## config.mk

```make
export PLATFORM = sky130hd
export DESIGN_NAME = card_reader_irq_and_mode_ctrl
export DESIGN_NICKNAME = d
export VERILOG_FILES = /design/src/cr_pkg.sv /design/src/card_reader_irq_and_mode_ctrl.sv
export VERILOG_INCLUDE_DIRS = /design/src
export SDC_FILE = /design/constraint.sdc
export NUM_CORES = 1
export LEC_CHECK = 0
export BUFFER_PORTS_ARGS = -buffer_cell sky130_fd_sc_hd__buf_2
export CAP_MARGIN = 20
export CORE_MARGIN = 2
export CORE_UTILIZATION = 58
export DETAILED_ROUTE_END_ITERATION = 12
export PLACE_DENSITY = 0.81
export SKIP_CTS_REPAIR_TIMING = 1
export SYNTH_ARGS = -nofsm -noshare
export SYNTH_HDL_FRONTEND = slang
export SYNTH_SLANG_ARGS = --single-unit
```

## constraint.sdc

```tcl
create_clock -name clk -period 2.3 [get_ports clk]
set_input_delay 0.115 -clock clk [delete_from_list [all_inputs] [get_ports clk]]
set_output_delay 0.115 -clock clk [all_outputs]
set_load 0.03 [all_outputs]
```

## src/cr_defs.svh

```systemverilog
// Register offsets, field positions, reset values and timing of the reader control block
`ifndef CR_DEFS_SVH
`define CR_DEFS_SVH
`define OFS_MODE_SWITCH_CONTROL 8'h00
`define OFS_FIRST_CONFIG_REG    8'h01
`define OFS_IRQ_ENABLE_LO       8'h04
`define OFS_IRQ_ENABLE_HI       8'h05
`define OFS_IRQ_REQUEST_LO      8'h10
`define OFS_IRQ_REQUEST_HI      8'h11
`define OFS_LIVE_EVENT_STATUS   8'h12
`define RST_CONTROL             5'h18
`define RST_CONFIG              2'h0
`define RST_ENABLE              8'h00
`define CTL_WAKE_BIT            0
`define CTL_CARD_LSB            1
`define CTL_PORT1_BIT           3
`define CTL_PORT2_BIT           4
`define CFG_POL_BIT             0
`define CFG_PULSE_BIT           1
`define EV_USB_CONN             0
`define EV_USB_SUSPEND          1
`define EV_BUS_POWER            2
`define EV_CARD_SUPPLY          3
`define EV_TERM_SUPPLY          4
`define EV_BUSY                 5
`define EV_CARD                 6
`define EV_ERROR                7
`define CARD_SEL_1              2'h1
`define CARD_SEL_2              2'h2
`define IRQ_PULSE_NS            10000000
`define CLK_PERIOD_NS           5
`define IRQ_PULSE_CYCLES        (`IRQ_PULSE_NS / `CLK_PERIOD_NS)
`define PULSE_CNT_W             21
`endif

```

## src/cr_pkg.sv

```systemverilog
// Types shared by the reader control block
package cr_pkg;
	typedef struct packed {
		logic [7:0] addr;
		logic [7:0] wdata;
		logic       wr;
		logic       rd;
	} reg_req_t;

	typedef struct packed {
		logic       bus_power;
		logic       card_supply;
		logic       term_supply;
		logic       usb_connected;
		logic       usb_suspended;
		logic       card_present;
		logic       reader_fault;
	} sense_t;

	typedef enum logic [2:0] {
		ST_PASS  = 3'b001,
		ST_CARD1 = 3'b010,
		ST_CARD2 = 3'b100
	} reader_state_t;
endpackage

```

## src/card_reader_irq_and_mode_ctrl.sv

```systemverilog
// Mode, switch and interrupt control of the card reader bridge
`timescale 1ns/1ps
`include "cr_defs.svh"

module card_reader_irq_and_mode_ctrl
	import cr_pkg::*;
#(
	parameter int unsigned PULSE_CYCLES = `IRQ_PULSE_CYCLES
)
(
	// Clock and reset
	input  wire logic       clk,
	input  wire logic       rst_n,
	// Control straps and pins
	input  wire logic       serial_sel,
	input  wire logic       mode_pin,
	input  wire logic       shutdown_hold,
	// Register port from the serial slave
	input  wire reg_req_t   reg_req,
	output logic      [7:0] reg_rdata,
	// Event sources
	input  wire sense_t     sense,
	// Shared error and interrupt pin
	output logic            error_event_pin_o,
	output logic            error_event_pin_oe,
	// Busy and switch outputs
	output logic            busy_n,
	output logic            port1_switch_closed,
	output logic            port2_switch_closed,
	output logic      [1:0] reader_card_sel
);
	logic                    strap_taken_reg;
	logic                    sel_reg;
	logic [4:0]              ctrl_reg;
	logic [1:0]              cfg_reg;
	logic [7:0]              en_lo_reg;
	logic [7:0]              en_hi_reg;
	logic [7:0]              req_reg;
	logic [7:0]              req_next;
	logic [7:0]              status_prev_reg;
	logic [7:0]              status_live;
	logic [7:0]              chg;
	logic [7:0]              en_vec;
	logic                    mode_prev_reg;
	logic                    mode_fall;
	logic                    active;
	logic                    err_live;
	logic                    fire;
	logic                    status_rd;
	logic                    int_latch_reg;
	logic [`PULSE_CNT_W-1:0] pulse_cnt_reg;
	logic                    int_act;
	logic                    wake;
	logic                    pulse_mode;
	reader_state_t           state_reg;
	reader_state_t           state_next;
	reader_state_t           target;

	assign wake       = ctrl_reg[`CTL_WAKE_BIT];
	assign pulse_mode = cfg_reg[`CFG_PULSE_BIT];
	assign active     = (state_reg != ST_PASS);
	assign mode_fall  = mode_prev_reg & ~mode_pin;
	assign status_rd  = reg_req.rd && (reg_req.addr == `OFS_LIVE_EVENT_STATUS);

	// Strap is sampled once after reset release, never inside the reset branch
	always_ff @(posedge clk)
	begin
		if (!rst_n)
		begin
			strap_taken_reg <= 1'b0;
			sel_reg         <= 1'b0;
		end
		else if (!strap_taken_reg)
		begin
			strap_taken_reg <= 1'b1;
			sel_reg         <= serial_sel;
		end
	end

	// Register writes; reserved control bits are not stored
	always_ff @(posedge clk)
	begin
		if (!rst_n)
		begin
			ctrl_reg  <= `RST_CONTROL;
			cfg_reg   <= `RST_CONFIG;
			en_lo_reg <= `RST_ENABLE;
			en_hi_reg <= `RST_ENABLE;
		end
		else if (reg_req.wr)
		begin
			unique case (reg_req.addr)
				`OFS_MODE_SWITCH_CONTROL: ctrl_reg  <= reg_req.wdata[4:0];
				`OFS_FIRST_CONFIG_REG:    cfg_reg   <= reg_req.wdata[1:0];
				`OFS_IRQ_ENABLE_LO:       en_lo_reg <= reg_req.wdata;
				`OFS_IRQ_ENABLE_HI:       en_hi_reg <= reg_req.wdata;
				default:                  ;
			endcase
		end
	end

	// Reader mode target; a card change goes through pass-through so busy toggles
	always_comb
	begin
		target = ST_PASS;
		if (sel_reg)
		begin
			if (wake && ctrl_reg[2:1] == `CARD_SEL_1)
				target = ST_CARD1;
			else if (wake && ctrl_reg[2:1] == `CARD_SEL_2)
				target = ST_CARD2;
		end
		else if (mode_pin && !(state_reg == ST_CARD1 && mode_fall))
			target = ST_CARD1;
		else if (state_reg == ST_CARD1 && !mode_fall)
			target = ST_CARD1;
		state_next = state_reg;
		if (strap_taken_reg && target != state_reg)
		begin
			// Faults never force an exit; only the host does
			if (active && shutdown_hold)
				state_next = state_reg;
			else if (active)
				state_next = ST_PASS;
			else
				state_next = target;
		end
	end

	always_ff @(posedge clk)
	begin
		if (!rst_n)
		begin
			state_reg     <= ST_PASS;
			mode_prev_reg <= 1'b0;
		end
		else
		begin
			state_reg     <= state_next;
			mode_prev_reg <= mode_pin;
		end
	end

	// Fault conditions count only while the reader owns a card
	assign err_live = active & (sense.reader_fault | ~sense.bus_power | ~sense.term_supply
		| ~sense.card_supply);

	always_comb
	begin
		status_live                  = 8'h00;
		status_live[`EV_USB_CONN]    = sense.usb_connected;
		status_live[`EV_USB_SUSPEND] = sense.usb_suspended;
		status_live[`EV_BUS_POWER]   = sense.bus_power;
		status_live[`EV_CARD_SUPPLY] = sense.card_supply;
		status_live[`EV_TERM_SUPPLY] = sense.term_supply;
		status_live[`EV_BUSY]        = active;
		status_live[`EV_CARD]        = sense.card_present & active;
		status_live[`EV_ERROR]       = err_live;
		chg                          = status_live ^ status_prev_reg;
		// Entering or leaving reader mode is not a card event
		chg[`EV_CARD]                = chg[`EV_CARD] & active & status_prev_reg[`EV_BUSY];
	end

	always_ff @(posedge clk)
	begin
		if (!rst_n)
			status_prev_reg <= 8'h00;
		else
			status_prev_reg <= status_live;
	end

	// Requests record every change, masked or not; a new change beats a clearing read
	always_comb
	begin
		req_next = req_reg;
		if (reg_req.rd && reg_req.addr == `OFS_IRQ_REQUEST_LO)
			req_next[6:0] = 7'h00;
		if (reg_req.rd && reg_req.addr == `OFS_IRQ_REQUEST_HI)
			req_next[`EV_ERROR] = 1'b0;
		req_next = req_next | chg;
	end

	always_ff @(posedge clk)
	begin
		if (!rst_n)
			req_reg <= 8'h00;
		else
			req_reg <= req_next;
	end

	assign en_vec = {en_hi_reg[0], en_lo_reg[6:0]};
	assign fire   = sel_reg & (|(chg & en_vec));

	// Latched form clears on a status read; a fresh event in that cycle wins
	always_ff @(posedge clk)
	begin
		if (!rst_n)
			int_latch_reg <= 1'b0;
		else if (fire)
			int_latch_reg <= 1'b1;
		else if (status_rd)
			int_latch_reg <= 1'b0;
	end

	always_ff @(posedge clk)
	begin
		if (!rst_n)
			pulse_cnt_reg <= '0;
		else if (fire)
			pulse_cnt_reg <= `PULSE_CNT_W'(PULSE_CYCLES);
		else if (pulse_cnt_reg != '0)
			pulse_cnt_reg <= pulse_cnt_reg - `PULSE_CNT_W'(1);
	end

	assign int_act = pulse_mode ? (pulse_cnt_reg != '0) : int_latch_reg;

	always_ff @(posedge clk)
	begin
		if (!rst_n)
		begin
			error_event_pin_o  <= 1'b1;
			error_event_pin_oe <= 1'b0;
		end
		else if (!strap_taken_reg)
		begin
			error_event_pin_o  <= 1'b1;
			error_event_pin_oe <= 1'b0;
		end
		else if (sel_reg)
		begin
			error_event_pin_oe <= wake;
			error_event_pin_o  <= cfg_reg[`CFG_POL_BIT] ? int_act : ~int_act;
		end
		else
		begin
			error_event_pin_oe <= 1'b1;
			error_event_pin_o  <= ~err_live;
		end
	end

	// Outputs follow the next state so busy and the status bit agree each cycle
	always_ff @(posedge clk)
	begin
		if (!rst_n)
		begin
			busy_n              <= 1'b1;
			port1_switch_closed <= 1'b1;
			port2_switch_closed <= 1'b1;
			reader_card_sel     <= 2'h0;
		end
		else
		begin
			busy_n              <= (state_next == ST_PASS);
			port1_switch_closed <= ctrl_reg[`CTL_PORT1_BIT] & (state_next != ST_CARD1);
			port2_switch_closed <= ctrl_reg[`CTL_PORT2_BIT] & (state_next != ST_CARD2);
			reader_card_sel     <= {state_next == ST_CARD2, state_next == ST_CARD1};
		end
	end

	always_ff @(posedge clk)
	begin
		if (!rst_n)
			reg_rdata <= 8'h00;
		else if (reg_req.rd)
		begin
			unique case (reg_req.addr)
				`OFS_MODE_SWITCH_CONTROL: reg_rdata <= {3'h0, ctrl_reg};
				`OFS_FIRST_CONFIG_REG:    reg_rdata <= {6'h00, cfg_reg};
				`OFS_IRQ_ENABLE_LO:       reg_rdata <= en_lo_reg;
				`OFS_IRQ_ENABLE_HI:       reg_rdata <= en_hi_reg;
				`OFS_IRQ_REQUEST_LO:      reg_rdata <= {1'b0, req_reg[6:0]};
				`OFS_IRQ_REQUEST_HI:      reg_rdata <= {7'h00, req_reg[`EV_ERROR]};
				`OFS_LIVE_EVENT_STATUS:   reg_rdata <= status_live;
				default:                  reg_rdata <= 8'h00;
			endcase
		end
	end
endmodule

```

==> out/results.ini <==
[clocking]
cts.path.max_buffers = 2
cts-buffers-inserted = 9
clock_sinks = 82
cts_tree = built
clock_latency_ns = 0.35
clockRootBuffer = clkbuf_8
cts_max_level = 3
clk_pin_slew_ns = 0.08

[synth]
ys_ff_latch = 82
yosysUniqueCellTypes = 63
syn_area_um2 = 3780
post_synth.cell_area_avg_um2 = 9.34
async_flop_share_pct = 0
synth_warnings = 0
yosysSeqAreaShare_pct = 43.4
syn_inst = 405
synth-edff-count = 0
synth_fp_nets = 437
ys.flop_type = dfxtp_1

[power_and_ir_drop]
powerDensity_nw_per_um2 = 928
peakVddDrop_v = 0.000810
leakage_uw = 0.00185
power_uw = 3980

[timing]
skew_ns = 0.00906
grt_setup_unrepaired = false
min_period_ns = 2.20
finalMaxSlewViolations = 0
finalSetupTns_ns = 0
timing.fmax_mhz = 454
final_hold_viol_count = 1
worst_hold_slack_ns = -0.0151
setup_viol = 0
relSlewSlack_pct = 61.5
worst-slew-pin-transition_ns = 0.572
finalCritPeriodShare_pct = 95.7

[worst_setup_path]
crit_fanout = 10
critPathCaptureType = register
crit_arrival_ns = 2.42
r2r_slack_ns = 0.1
critPathSlowestCell = or4b_2
crit-reg2reg-capture = pulse_cnt_reg[3]$_SDFFE_PP0N_
start_kind = register
crit_path_cell_trace = nor3b_4, or4b_2, o211a_1, a2bb2oi_2, buf_4, a21oi_1
crit_required_ns = 2.52
max_stage_delay_ns = 0.64
worst-r2r-cell-count = 6
rr_startpoint = state_reg[1]$_SDFF_PN0_
crit_type = reg -> reg

[route]
vias = 3295
drt_first_iter_violations = 294
viasPerCell = 6.17
wl_um = 9180
drc = 0
wl_per_cell_um = 17.2
antenna_left = 0
drt_first_pass_iters = 6

[global_routing]
grt_pass1_wl_um = 15000
overflow = 0
grt_max_degree = 24
grtUsageTotal_pct = 26.3
antenna_found_initial = 0
grt_pass1_vias = 3099

[place]
place_area_um2 = 4100
io_buffers = 44
dp_hpwl_um = 6520
gp_congestion = 0.908

[run]
maxCapViolCount = 0

[outcome]
violations = hold timing
status = finished with violations

[die]
initial_utilization_pct = 59.9
die-area_um2 = 7180
dieHeight_um = 84.7
fp.coreArea_um2 = 6310
io_pins = 45
die_w_um = 84.7
num_rows = 29

[cells_and_area]
largest_reg_flops = 21
area_growth_syn_to_layout_pct = 13.5
drive_gt1_share_pct = 20.6
postLayoutCellArea_um2 = 4290
layout_commonest_cell = dfxtp_1
final_cell_mix = 82 x dfxtp_1, 54 x nor2_1, 44 x buf_2
antennaDiodeCount = 0
fillers = 535
nets = 485

[worst_hold_path]
worstHoldEndpoint = mode_prev_reg$_SDFF_PN0_
hold_depth = 2
hold_class = in -> reg
hold_start = mode_pin

==> worst max-delay path, delay by kind of cell (launching register included) <==
kind / cells / cell delay, ns
flip-flops: 1 / 0.51
AND/OR/NAND/NOR: 2 / 0.73
buffers and inverters: 1 / 0.22
AO/OA/AOI/OAI: 3 / 0.60
==> per-stage QoR <==
stage               std cells  utilization (%)  setup WS, ns
floorplan                 405                -         0.421
detailed placement        519             65.0         0.138
global route              534             68.0        0.0153
global placement          519             65.0         0.185
finish                    534             68.0        0.0986
CTS                       534             67.9         0.127
==> worst max path at each step <==
stage,start,end,slack (ns),cells past startpoint
after floorplan,state_reg[2]$_SDFF_PN0_,pulse_cnt_reg[0]$_SDFFE_PP0N_,0.42,7
after global placement,state_reg[1]$_SDFF_PN0_,pulse_cnt_reg[3]$_SDFFE_PP0N_,0.18,6
after detailed placement,state_reg[1]$_SDFF_PN0_,pulse_cnt_reg[3]$_SDFFE_PP0N_,0.14,6
after CTS,state_reg[1]$_SDFF_PN0_,pulse_cnt_reg[3]$_SDFFE_PP0N_,0.13,6
after global routing,state_reg[1]$_SDFF_PN0_,pulse_cnt_reg[3]$_SDFFE_PP0N_,0.02,6
final,state_reg[1]$_SDFF_PN0_,pulse_cnt_reg[3]$_SDFFE_PP0N_,0.1,6
==> metal layers <==
layer	share of wire (%)	wire, um	GRT usage, %
met5	0	0	0
met4	2.1	193	10.8
met3	7.5	688	5.11
met2	47	4320	42.2
met1	43	3980	34.9
==> cells in the mapped netlist, types with 4 or more instances <==
cell type  count  area, um2
a21oi_1       21        105
a222oi_1       7       70.1
a22o_1         8       70.1
a31oi_1        5       31.3
and2_1         9       56.3
and3_1         4       25.0
and4b_1        4       40.0
buf_1          4       15.0
buf_2          4       20.0
clkbuf_1      11       41.3
dfxtp_1       82       1640
inv_1          7       26.3
mux2_2        10        113
mux2i_1       20        200
nand2_1       31        116
nand3_1       13       65.1
nand4_1        4       25.0
nor2_1        54        203
nor3_1         9       45.0
nor4_1         7       43.8
o211ai_1       6       45.0
o21ai_0        7       35.0
o31ai_1        4       30.0
or4_1          5       37.5
xnor2_1        7       61.3
xor2_1        15        131
==> power by group <==
| part | internal (uW) | switching [uW] | total [uW] |
|---|---|---|---|
| sequential | 1590 | 181 | 1770 |
| combinational | 497 | 691 | 1190 |
| clock | 523 | 495 | 1020 |
==> layout make-up <==
type / instances / area, um2 / share of cell area [%]
clock buffer: 12 / 145 / 3.38
clock inverter: 3 / 40.0 / 0.933
inverter: 7 / 26.3 / 0.612
multi-input combinational: 295 / 2020 / 47.0
sequential: 82 / 1640 / 38.2
tap: 77 / 96.3 / 2.24
timing repair buffer: 58 / 325 / 7.58
==> kinds of logic after synthesis <==
group | after synthesis | synth area share (%)
DFF | 82 | 43.4
AOI/OAI and AO/OA | 77 | 14.8
and+or+nand+nor | 164 | 24.4
adders and majority gates | 2 | 0.662
xor gates and xnor gates | 22 | 5.10
muxes | 30 | 8.27
buffers and inverters | 28 | 3.31
(Power assumes the default switching activity.)
